<file path="src/core/sat_pkg.sv">
// constants, types and selector helpers for segment address translation
// assumes a 32-bit linear space and a memory port returning 32-bit words
//
// Summary of operation
// RL1 - in protected mode every access goes through a global or local table descriptor
// RL2 - selector splits into table index, global/local flag and requested privilege
// RL3 - descriptor yields base address, access rights, type and usage bits
// RL4 - linear address is descriptor base plus offset; selector and offset always given
// RL5 - access allowed only for a valid descriptor reachable from current privilege
// RL6 - current privilege is the level of the executing code segment
// RL7 - global table found through its own base register holding a linear address
// RL8 - local table found through a separate base register holding its linear address
// RL9 - reset starts real-address mode; protected mode only on explicit request
// RL10 - an exception without an accurate error code reports code zero
// RL11 - memory is byte addressed; every access located by a byte address
// RL12 - multi-byte words are little-endian, least significant byte at lowest address
// RL13 - a failed check aborts the access with a general protection fault
package sat_pkg;

    localparam int ADDR_W     = 32;
    localparam int SEL_W      = 16;
    localparam int IDX_W      = 13;
    localparam int BE_W       = 4;

    // selector layout
    localparam int SEL_RPL_LO = 0;
    localparam int SEL_TI_BIT = 2;
    localparam int SEL_IDX_LO = 3;

    // descriptor layout: eight bytes, low word at the lower address
    localparam int DESC_SHIFT    = 3;
    localparam int D0_BASE_LO    = 16;
    localparam int D1_BASE_MID   = 0;
    localparam int D1_TYPE_LO    = 8;
    localparam int D1_SEG_BIT    = 12;
    localparam int D1_DPL_LO     = 13;
    localparam int D1_PRES_BIT   = 15;
    localparam int D1_BASE_HI    = 24;
    localparam int TYPE_CODE_BIT = 3;
    localparam int TYPE_RW_BIT   = 1;

    localparam logic [ADDR_W-1:0] HI_WORD_OFS = 32'h0000_0004;
    localparam int                REAL_SHIFT  = 4;

    localparam logic [1:0]        RESET_CPL   = 2'h0;
    localparam logic [SEL_W-1:0]  ERR_ZERO    = 16'h0000;
    localparam logic [SEL_W-1:0]  ERR_MASK    = 16'hfffc;
    localparam logic [ADDR_W-1:0] ADDR_ZERO   = 32'h0000_0000;

    // access size codes
    localparam logic [1:0] SZ_BYTE = 2'h0;
    localparam logic [1:0] SZ_HALF = 2'h1;
    localparam logic [1:0] SZ_WORD = 2'h2;
    localparam logic [BE_W-1:0] BE_BYTE = 4'h1;
    localparam logic [BE_W-1:0] BE_HALF = 4'h3;
    localparam logic [BE_W-1:0] BE_WORD = 4'hf;
    localparam logic [BE_W-1:0] BE_NONE = 4'h0;

    typedef enum logic [1:0] {
        ST_IDLE  = 2'b00,
        ST_RD_LO = 2'b01,
        ST_RD_HI = 2'b10,
        ST_CHECK = 2'b11
    } sat_state_t;

    function automatic logic [IDX_W-1:0] sel_index(input logic [SEL_W-1:0] s);
        sel_index = s[SEL_IDX_LO +: IDX_W];
    endfunction

    function automatic logic sel_is_local(input logic [SEL_W-1:0] s);
        sel_is_local = s[SEL_TI_BIT];
    endfunction

    function automatic logic [1:0] sel_rpl(input logic [SEL_W-1:0] s);
        sel_rpl = s[SEL_RPL_LO +: 2];
    endfunction

    function automatic logic [ADDR_W-1:0] desc_offset(input logic [SEL_W-1:0] s);
        desc_offset = ADDR_W'(sel_index(s)) << DESC_SHIFT;
    endfunction

    // lane 0 carries the byte at the lowest address
    function automatic logic [BE_W-1:0] be_of(input logic [1:0] sz, input logic [1:0] a);
        logic [BE_W-1:0] m;
        m = (sz == SZ_BYTE) ? BE_BYTE : (sz == SZ_HALF) ? BE_HALF : BE_WORD;
        be_of = BE_W'(m << a);
    endfunction

endpackage

</file>
<file path="src/core/sat_desc_decode.sv">
// splits a fetched segment descriptor into its fields
// assumes lo holds the word at the lower address
`timescale 1ns/1ns
module sat_desc_decode
    import sat_pkg::*;
(
    input  wire logic [31:0]       lo,
    input  wire logic [31:0]       hi,
    output logic      [ADDR_W-1:0] base,
    output logic      [3:0]        dtype,
    output logic                   is_seg,
    output logic      [1:0]        dpl,
    output logic                   present
);

    // ==========================================================
    // field extraction
    assign base    = {hi[D1_BASE_HI +: 8], hi[D1_BASE_MID +: 8],
                      lo[D0_BASE_LO +: 16]}; // RL3 RL12
    assign dtype   = hi[D1_TYPE_LO +: 4]; // RL3
    assign is_seg  = hi[D1_SEG_BIT];
    assign dpl     = hi[D1_DPL_LO +: 2]; // RL3
    assign present = hi[D1_PRES_BIT];

endmodule // sat_desc_decode

</file>
<file path="src/core/sat_translate.sv">
// segment translation and protection check
// assumes memory answers each descriptor word read with a one-cycle mem_ack
`timescale 1ns/1ns
module sat_translate
    import sat_pkg::*;
(
    input  wire logic              clk,
    input  wire logic              nrst,
    input  wire logic              prot_enable,
    input  wire logic              gtb_wr,
    input  wire logic [ADDR_W-1:0] gtb_data,
    input  wire logic              ltb_wr,
    input  wire logic [ADDR_W-1:0] ltb_data,
    input  wire logic              req_valid,
    input  wire logic [SEL_W-1:0]  req_sel,
    input  wire logic [ADDR_W-1:0] req_off,
    input  wire logic [1:0]        req_size,
    input  wire logic              req_write,
    input  wire logic              req_cs_load,
    output logic                   req_ready_q,
    output logic                   mem_rd_q,
    output logic      [ADDR_W-1:0] mem_addr_q,
    input  wire logic              mem_ack,
    input  wire logic [31:0]       mem_rdata,
    output logic                   rsp_valid_q,
    output logic      [ADDR_W-1:0] rsp_lin_q,
    output logic      [BE_W-1:0]   rsp_be_q,
    output logic                   gp_fault_q,
    output logic      [SEL_W-1:0]  gp_err_q,
    output logic                   prot_mode_q,
    output logic      [1:0]        cpl_q
);

    // ==========================================================
    // declarations
    sat_state_t        state_q;
    sat_state_t        state_d;
    logic [ADDR_W-1:0] global_table_base_reg_q;
    logic [ADDR_W-1:0] local_table_base_reg_q;
    logic              ltb_valid_q;
    logic [SEL_W-1:0]  sel_q;
    logic [ADDR_W-1:0] off_q;
    logic [1:0]        size_q;
    logic              write_q;
    logic              csl_q;
    logic [ADDR_W-1:0] desc_addr_q;
    logic [31:0]       dw_lo_q;
    logic [31:0]       dw_hi_q;
    logic              accept;
    logic              null_sel;
    logic              no_local;
    logic              early_fault;
    logic [ADDR_W-1:0] desc_addr;
    logic [ADDR_W-1:0] real_lin;
    logic [ADDR_W-1:0] d_base;
    logic [3:0]        d_type;
    logic              d_seg;
    logic [1:0]        d_dpl;
    logic              d_pres;
    logic [1:0]        eff_pl;
    logic              is_code;
    logic              allowed;
    logic [ADDR_W-1:0] prot_lin;

    // ==========================================================
    // request decode
    assign accept   = req_valid && req_ready_q;
    assign null_sel = !sel_is_local(req_sel) && (sel_index(req_sel) == '0); // RL2
    assign no_local = sel_is_local(req_sel) && !ltb_valid_q; // RL2
    assign early_fault = null_sel || no_local;
    assign desc_addr = (sel_is_local(req_sel) ? local_table_base_reg_q
                                              : global_table_base_reg_q)
                       + desc_offset(req_sel); // RL1 RL7 RL8
    assign real_lin = (ADDR_W'(req_sel) << REAL_SHIFT) + req_off; // RL9 RL11

    // ==========================================================
    // descriptor fields
    sat_desc_decode sat_desc_decode_inst (
        .lo      (dw_lo_q),
        .hi      (dw_hi_q),
        .base    (d_base),
        .dtype   (d_type),
        .is_seg  (d_seg),
        .dpl     (d_dpl),
        .present (d_pres)
    );

    // ==========================================================
    // protection check
    assign eff_pl  = (sel_rpl(sel_q) > cpl_q) ? sel_rpl(sel_q) : cpl_q;
    assign is_code = d_type[TYPE_CODE_BIT];
    assign prot_lin = d_base + off_q; // RL4

    always_comb
    begin
        allowed = d_pres && d_seg; // RL5
        if (csl_q)
        begin
            allowed = allowed && is_code && (d_dpl >= cpl_q); // RL6
        end
        else if (is_code)
        begin
            allowed = allowed && !write_q && d_type[TYPE_RW_BIT] && (d_dpl >= cpl_q);
        end
        else
        begin
            allowed = allowed && (d_dpl >= eff_pl) && (!write_q || d_type[TYPE_RW_BIT]);
        end
    end

    // ==========================================================
    // sequencer
    always_comb
    begin
        state_d = state_q;
        case (state_q)
            ST_IDLE:
            begin
                if (accept && prot_mode_q && !early_fault)
                begin
                    state_d = ST_RD_LO; // RL1
                end
            end
            ST_RD_LO:
            begin
                if (mem_ack)
                begin
                    state_d = ST_RD_HI;
                end
            end
            ST_RD_HI:
            begin
                if (mem_ack)
                begin
                    state_d = ST_CHECK;
                end
            end
            ST_CHECK:
            begin
                state_d = ST_IDLE;
            end
            default:
            begin
                state_d = ST_IDLE;
            end
        endcase
    end

    always_ff @(posedge clk)
    begin
        if (!nrst)
        begin
            state_q     <= ST_IDLE;
            req_ready_q <= 1'b0;
        end
        else
        begin
            state_q     <= state_d;
            req_ready_q <= (state_d == ST_IDLE);
        end
    end

    // ==========================================================
    // mode and table base registers
    always_ff @(posedge clk)
    begin
        if (!nrst)
        begin
            prot_mode_q <= 1'b0; // RL9
        end
        else if (prot_enable)
        begin
            prot_mode_q <= 1'b1; // RL9
        end
    end

    always_ff @(posedge clk)
    begin
        if (!nrst)
        begin
            global_table_base_reg_q <= ADDR_ZERO;
            local_table_base_reg_q  <= ADDR_ZERO;
            ltb_valid_q             <= 1'b0;
        end
        else
        begin
            if (gtb_wr)
            begin
                global_table_base_reg_q <= gtb_data; // RL7
            end
            if (ltb_wr)
            begin
                local_table_base_reg_q <= ltb_data; // RL8
                ltb_valid_q            <= 1'b1;
            end
        end
    end

    // ==========================================================
    // request capture and descriptor fetch
    always_ff @(posedge clk)
    begin
        if (!nrst)
        begin
            sel_q       <= ERR_ZERO;
            off_q       <= ADDR_ZERO;
            size_q      <= SZ_BYTE;
            write_q     <= 1'b0;
            csl_q       <= 1'b0;
            desc_addr_q <= ADDR_ZERO;
        end
        else if (accept)
        begin
            sel_q       <= req_sel;
            off_q       <= req_off;
            size_q      <= req_size;
            write_q     <= req_write;
            csl_q       <= req_cs_load;
            desc_addr_q <= desc_addr;
        end
    end

    always_ff @(posedge clk)
    begin
        if (!nrst)
        begin
            mem_rd_q   <= 1'b0;
            mem_addr_q <= ADDR_ZERO;
            dw_lo_q    <= '0;
            dw_hi_q    <= '0;
        end
        else
        begin
            mem_rd_q <= (state_d != state_q)
                        && (state_d == ST_RD_LO || state_d == ST_RD_HI);
            if (state_q == ST_IDLE)
            begin
                mem_addr_q <= desc_addr;
            end
            else if (state_q == ST_RD_LO && mem_ack)
            begin
                mem_addr_q <= desc_addr_q + HI_WORD_OFS; // RL12
            end
            if (state_q == ST_RD_LO && mem_ack)
            begin
                dw_lo_q <= mem_rdata; // RL12
            end
            if (state_q == ST_RD_HI && mem_ack)
            begin
                dw_hi_q <= mem_rdata;
            end
        end
    end

    // ==========================================================
    // response and fault reporting
    always_ff @(posedge clk)
    begin
        if (!nrst)
        begin
            rsp_valid_q <= 1'b0;
            rsp_lin_q   <= ADDR_ZERO;
            rsp_be_q    <= BE_NONE;
            gp_fault_q  <= 1'b0;
            gp_err_q    <= ERR_ZERO;
        end
        else
        begin
            rsp_valid_q <= 1'b0;
            gp_fault_q  <= 1'b0;
            if (state_q == ST_IDLE && accept && !prot_mode_q)
            begin
                rsp_valid_q <= 1'b1;
                rsp_lin_q   <= real_lin; // RL9
                rsp_be_q    <= be_of(req_size, real_lin[1:0]); // RL11 RL12
            end
            else if (state_q == ST_IDLE && accept && early_fault)
            begin
                rsp_valid_q <= 1'b1;
                gp_fault_q  <= 1'b1; // RL13
                gp_err_q    <= ERR_ZERO; // RL10
                rsp_lin_q   <= ADDR_ZERO;
                rsp_be_q    <= BE_NONE;
            end
            else if (state_q == ST_CHECK)
            begin
                rsp_valid_q <= 1'b1;
                if (allowed)
                begin
                    rsp_lin_q <= prot_lin; // RL4
                    rsp_be_q  <= csl_q ? BE_NONE : be_of(size_q, prot_lin[1:0]);
                end
                else
                begin
                    gp_fault_q <= 1'b1; // RL13
                    gp_err_q   <= sel_q & ERR_MASK;
                    rsp_lin_q  <= ADDR_ZERO;
                    rsp_be_q   <= BE_NONE;
                end
            end
        end
    end

    always_ff @(posedge clk)
    begin
        if (!nrst)
        begin
            cpl_q <= RESET_CPL;
        end
        else if (state_q == ST_CHECK && csl_q && allowed)
        begin
            cpl_q <= d_dpl; // RL6
        end
    end
endmodule // sat_translate

</file>
<file path="config.mk">
export PLATFORM = sky130hd
export DESIGN_NAME = sat_translate
export DESIGN_NICKNAME = d
export VERILOG_FILES = /design/src/core/sat_pkg.sv /design/src/core/sat_desc_decode.sv /design/src/core/sat_translate.sv
export SDC_FILE = /design/constraint.sdc
export NUM_CORES = 1
export LEC_CHECK = 0
export ABC_AREA = 1
export ABC_CLOCK_PERIOD_IN_PS = 3600
export BUFFER_PORTS_ARGS = -buffer_cell sky130_fd_sc_hd__buf_4
export CORE_MARGIN = 3
export CORE_UTILIZATION = 50
export CTS_CLUSTER_SIZE = 16
export DETAILED_ROUTE_END_ITERATION = 10
export PLACE_DENSITY = 0.71
export SYNTH_ARGS = -nofsm -noshare
export SYNTH_HDL_FRONTEND = slang
export SYNTH_SLANG_ARGS = --single-unit
export TNS_END_PERCENT = 10
</file>
<file path="constraint.sdc">
create_clock -name clk -period 3.6 [get_ports clk]
set_input_delay 0.36 -clock clk [delete_from_list [all_inputs] [get_ports clk]]
set_output_delay 0.36 -clock clk [all_outputs]
set_load 0.02 [all_outputs]
</file>
==> qor.yml, run 1 <==
status: "completed"
postCtsHoldBufs: 5
vias_per_cell: 5.24
grt_pass1_wl_um: 89600
die_area_um2: 36200
critical_path_peak_fanout: 18
rows: 66
synth_flop_cell: "dfxtp_1"
power.share.sequential_pct: 41.8
cts-resized-gates: 0
rsz0062_at_grt: "false"
drt_pre_antenna_iters: 5
path_class: "register to register"
final_cell_area_um2: 20100
ys_warn_count: 0
first_global_vias: 17000
cts_sinks: 278
route.detailed.drc: 0
postCtsSetupBuffers: 0
initialDrtViolationCount: 1289
track_usage_pct: 31.0
fp.dieH_um: 190
period_needed_ns: 3.09
r2r_cells: 20
cts_root_buffer: "clkbuf_16"
p_leak_uw: 0.0100
grt_max_degree: 93
grt.overflow.total: 0
crit_required_ns: 4.11
switching_share_pct: 30.4
synth_top_area_share_pct: 32.8
relSlewSlack_pct: 17.6
vias: 17700
intPower_uw: 5760
end_kind: "register"
dp_hpwl_um: 44200
finClkSkew_ns: 0.0119
hold_path.class: "input pin to register"
nFillCells: 3228
wl_per_cell_um: 17.0
timing.rr.start: "cpl_q[1]"
port_buffers: 241
whs_ns: 0.0195
netlist_instances: 2731
cp-start-kind: "register"
finalSetupTns_ns: 0
cts_tree: "yes"
cp.arrival_ns: 3.60
yosys_register_bits: 278
num_antenna_cells: 0
synth_area_leader_cell: "dfxtp_1"
crit_start: "cpl_q[1]"
core_area_um2: 32900
timing.fmax_mhz: 323
ff2ff_setup_slack_ns: 0.51
placed_area_um2: 19000
die-width_um: 190
power.density_nw_per_um2: 413
drv_cap: 0
hold_viol: 0
start_util_pct: 51.5
p_comb_share_pct: 20.0
finalCritPeriodShare_pct: 85.9
synth_edf_count: 0
clock_path_buffers: 3
finalPower_uw: 8280
synthArstFlopShare_pct: 0
min_path_cells: 3
totalWireLength_um: 57700
synth_seq_area_share_pct: 32.8
gp_congestion: 0.965
clkTransAtPathRegs_ns: 0.06
holdCritStartpoint: "ltb_data[7]"
insertion_delay_ns: 0.57
tightestPinTransition_ns: 1.24
syn-cell-area_um2: 17000
avgSynthCellArea_um2: 6.21
clkPwrFrac_pct: 38.2
nets: 3152
drive_gt1_share_pct: 12.6
cts_inserted_buffers: 31
ios: 246
ys_types: 52
ir_worst_vdd_v: 0.000382
drt.antenna.violating_nets: 0
p_switching_uw: 2520
setup_viol: 0
area_growth_pct: 18.3
antenna_found_initial: 2
slew_violations: 0
htreeDepth: 1
synth_area_leaders: "dfxtp_1 (33%), nand2_1 (16%), nor2_1 (9.0%), inv_1 (7.7%), o21ai_0 (6.8%)"
==> registers in the layout (all words and copies together), names as in the netlist, 2 cells and up <==
register,count
cpl_q,2
mem_addr_q,32
state_q,2
size_q,2
local_table_base_reg_q,32
off_q,32
dw_lo_q,16
rsp_lin_q,32
sel_q,16
global_table_base_reg_q,32
desc_addr_q,32
rsp_be_q,4
dw_hi_q,22
gp_err_q,14
==> critical path, cell delays in order (launching register included) <==
cell and delay (ns):
dfxtp_1 0.33, inv_1 0.09, ha_1 0.32, nor2_1 0.11
o22ai_1 0.08, nand2_1 0.06, o21ai_0 0.08, ha_1 0.28
nand2_1 0.04, nand3_1 0.07, nand2_1 0.05, nand2_1 0.05
nand2_1 0.04, nor2_1 0.24, nand2_1 0.19, nor2_4 0.45
buf_4 0.28, nand2_1 0.07, nor2_1 0.08, nor2_1 0.05
nor2_1 0.08
==> cell usage in the layout, fill, tap and decap left out, drive strengths merged, types with 47 or more instances in the layout <==
cell / instances
nor2: 419
inv: 355
ha: 69
o21ai: 260
nand3: 167
nand2: 746
dfxtp: 278
a21oi: 172
buf: 257
clkbuf: 47
==> power by group through the flow <==
stage          clock [µW]  sequential, µW  combinational, µW
3_3_place_gp            0            3520               1610
3_5_place_dp            0            3520               1630
2_1_floorplan           0            3570                923
6_report             3160            3460               1650
5_1_grt              3340            3490               1830
4_1_cts              3210            3460               1640
==> through the flow <==
stage | setup WS (ns) | cells | utilization (%)
floorplan | 0.920 | 2732 | -
CTS | 0.527 | 3389 | 60.9
finish | 0.508 | 3389 | 60.9
global placement | 0.629 | 3329 | 57.6
detailed placement | 0.540 | 3329 | 57.6
global route | 0.149 | 3389 | 60.9
==> per-layer routing <==
metal,track usage [%],vias to the layer above,routed length [µm]
li1,-,9064,-
met2,53.5,521,27300
met4,13.3,4,2790
met1,38.3,8024,23900
met3,4.98,135,3690
met5,0,-,42
==> layout make-up <==
class                           count  area [µm²]  area share, %
Inverter                          357        1340           6.69
Clock buffer                       47         946           4.72
Timing Repair Buffer              262        1980           9.87
Tap cell                          442         553           2.76
Sequential cell                   278        5570           27.7
Clock inverter                      8        72.6          0.362
Multi-Input combinational cell   1995        9600           47.9
==> cells in the mapped netlist, drive strengths merged (4+ instances only) <==
| cell | instances |
|---|---|
| xor2 | 26 |
| nand2 | 746 |
| clkbuf | 77 |
| buf | 25 |
| nand3 | 167 |
| ha | 69 |
| a21oi | 172 |
| o221ai | 5 |
| o21ai | 260 |
| inv | 355 |
| and2 | 6 |
| or2 | 11 |
| nor3 | 23 |
| a31oi | 12 |
| dfxtp | 278 |
| nand4 | 24 |
| o21bai | 4 |
| nor2 | 419 |
| o211ai | 6 |
| xnor2 | 10 |
| nand3b | 14 |
==> worst paths after layout <==
path	endpoint
worst max-delay path	rsp_lin_q[25]
worst min register to register	local_table_base_reg_q[28]
worst min-delay path	local_table_base_reg_q[7]
worst max register to register	rsp_lin_q[25]
==> cells by family after synthesis <==
kind of cell | count (synthesis) | share of synthesized area, %
AO/OA/AOI/OAI | 470 | 14.6
XOR/XNOR | 36 | 1.86
adder cells (fa/ha/maj) | 72 | 5.44
buffers and inverters | 459 | 10.6
flip-flops | 278 | 32.8
multiplexers | 2 | 0.118
other | 1 | 0.0221
AND/OR/NAND/NOR | 1413 | 34.5
Power figures use the tool's default switching activity.
==> inputs of run 2 (changes only) <==
--- a/config.mk
+++ b/config.mk
@@ -13,6 +13,7 @@
 export CTS_CLUSTER_SIZE = 16
 export DETAILED_ROUTE_END_ITERATION = 10
 export PLACE_DENSITY = 0.71
+export RECOVER_POWER = 100
 export SYNTH_ARGS = -nofsm -noshare
 export SYNTH_HDL_FRONTEND = slang
 export SYNTH_SLANG_ARGS = --single-unit
==> qor.yml, run 2 (same netlist as run 1, synthesis figures left out) <==
dp_hpwl_um: 44200  # unchanged
finClkSkew_ns: 0.0125  # was 0.0119 ns
crit_start: "state_q[0]"  # was cpl_q[1]
nets: 3152  # unchanged
power.density_nw_per_um2: 417  # was 413 nW/µm²
insertion_delay_ns: 0.57  # about the same
relSlewSlack_pct: -32.8  # was 17.6%
multi_input_area_um2: 9580  # was 9600 µm²
grt.overflow.total: 0  # unchanged
antenna_found_initial: 2  # unchanged
drt_pre_antenna_iters: 6  # was 5
fp.dieH_um: 190  # unchanged
num_antenna_cells: 0  # unchanged
instances_no_fill: 3389  # unchanged
track_usage_pct: 31.0  # unchanged
p_leak_uw: 0.00967  # was 0.0100 µW
reg2reg_to: "rsp_lin_q[28]"  # was rsp_lin_q[25]
ff2ff_setup_slack_ns: 0.37  # was 0.51 ns
finalPower_uw: 8200  # was 8280 µW
wl_per_cell_um: 17.0  # about the same
die_area_um2: 36200  # unchanged
cts_inserted_buffers: 31  # unchanged
hold_path.class: "input pin to register"  # unchanged
cp-start-kind: "register"  # unchanged
vias: 17800  # was 17700
critPathTopFamily: "buffers and inverters"  # was simple AND/OR/NAND/NOR gates
cts_tree: "yes"  # unchanged
final_cell_mix: "nand2_1 (733), nor2_1 (408), inv_1 (348)"  # was nand2_1 (733), nor2_1 (406), inv_1 (345)
ir_worst_vdd_v: 0.000387  # was 0.000382 V
initialDrtViolationCount: 1331  # was 1289
period_needed_ns: 3.23  # was 3.09 ns
core_area_um2: 32900  # unchanged
finalCritPeriodShare_pct: 89.6  # was 85.9%
drive_gt1_share_pct: 9.26  # was 12.6%
drt.antenna.violating_nets: 0  # unchanged
setup_viol: 0  # unchanged
final_common_cell: "nand2_1"  # unchanged
grt_max_degree: 93  # unchanged
r2r_cells: 12  # was 20
violations: "max-capacitance violations, max-slew violations"
place_ws_ns: 0.540  # unchanged
critical_path_peak_fanout: 28  # was 18
route.detailed.drc: 0  # unchanged
rows: 66  # unchanged
ios: 246  # unchanged
min_path_cells: 3  # unchanged
die-width_um: 190  # unchanged
fin_util_pct: 59.7  # was 60.9%
port_buffers: 241  # unchanged
hold_viol: 0  # unchanged
end_kind: "register"  # unchanged
path_class: "register to register"  # unchanged
timing.rr.start: "state_q[0]"  # was cpl_q[1]
cts-resized-gates: 0  # unchanged
cts_sinks: 278  # unchanged
area_growth_pct: 16.0  # was 18.3%
finalSetupTns_ns: 0  # unchanged
status: "finished with violations"  # was completed
timing.fmax_mhz: 310  # was 323 MHz
path_depth: 12  # was 20
htreeDepth: 1  # unchanged
drv_cap: 2  # was 0
crit_chain: "nor2_4, inv_2, nor2_1, nand2_2, inv_4, nor2_2, inv_2, clkbuf_2, o21ai_1, inv_1, nand2_1, inv_1"  # was inv_1, ha_1, nor2_1, o22ai_1, nand2_1, o21ai_0, ha_1, nand2_1, nand3_1, nand2_1, nand2_1, nand2_1, nor2_1, nand2_1, nor2_4, buf_4, nand2_1, nor2_1, nor2_1, nor2_1
crit_buf_inv: 6  # was 2
gp_congestion: 0.965  # unchanged
slew_violations: 182  # was 0
crit_required_ns: 4.07  # was 4.11 ns
rsz0062_at_grt: "false"  # unchanged
tightestPinTransition_ns: 1.99  # was 1.24 ns
nFillCells: 3338  # was 3228
ff_latch_area_um2: 5570  # unchanged
clock_path_buffers: 3  # unchanged
max_stage_delay_ns: 0.63  # was 0.45 ns
placed_cells: 3329  # unchanged
cp.arrival_ns: 3.69  # was 3.60 ns
totalWireLength_um: 57700  # about the same
grt_pass1_wl_um: 89600  # unchanged
first_global_vias: 17000  # unchanged
slowest_stage: "nor2_2"  # was nor2_4
crit_end: "rsp_lin_q[28]"  # was rsp_lin_q[25]
cts_root_buffer: "clkbuf_16"  # unchanged
start_util_pct: 51.5  # unchanged
clkTransAtPathRegs_ns: 0.06  # about the same
fin_ws_ns: 0.373  # was 0.508 ns
vias_per_cell: 5.24  # about the same
## run 2: cell type report
cell class / count / area share (%)
Clock buffer: 47 / 4.81
Clock inverter: 8 / 0.369
Inverter: 357 / 6.82
Multi-Input combinational cell: 1995 / 48.7
Sequential cell: 278 / 28.3
Tap cell: 442 / 2.81
Timing Repair Buffer: 262 / 8.20
## run 2: per-layer routing
layer / track usage, % / vias up / routed length [µm]
met2: 53.5 / 525 / 27200
met4: 13.3 / 4 / 2840
li1: - / 9060 / -
met3: 4.98 / 140 / 3610
met1: 38.3 / 8036 / 24000
met5: 0 / - / 34
## run 2: repair_timing
item | CTS | global route
buffers inserted | 0 | 0
hold buffers | 5 | 0
hold endpoints to repair | 5 | 0
## run 2: through the flow
stage / hold slack, ns / instance area, µm²
finish: 0.0205 / 19700
global route: 0.0113 / 19700
CTS: 0.0000401 / 20100
detailed placement: 0.441 / 19000
global placement: 0.438 / 19000
floorplan: 0.428 / 17000
## run 2: report_power, final
part / switching, µW / leakage (µW) / internal, µW
clock: 1290 / 0.000509 / 1860
sequential: 161 / 0.00228 / 3300
combinational: 1060 / 0.00687 / 530
total: 2510 / 0.00967 / 5690
## run 2: worst min-delay path by stage
stage | start | end
global route | gtb_data[4] | global_table_base_reg_q[4]
floorplan | local_table_base_reg_q[18] | local_table_base_reg_q[18]
detailed placement | local_table_base_reg_q[28] | local_table_base_reg_q[28]
global placement | local_table_base_reg_q[28] | local_table_base_reg_q[28]
finish | mem_rdata[22] | dw_lo_q[22]
CTS | gtb_data[18] | global_table_base_reg_q[18]
## run 2: tightest hold or removal path: cells and delay by family
kind          cells  cell delay (ns)
buf+inv           1             0.08
simple gates      2             0.11
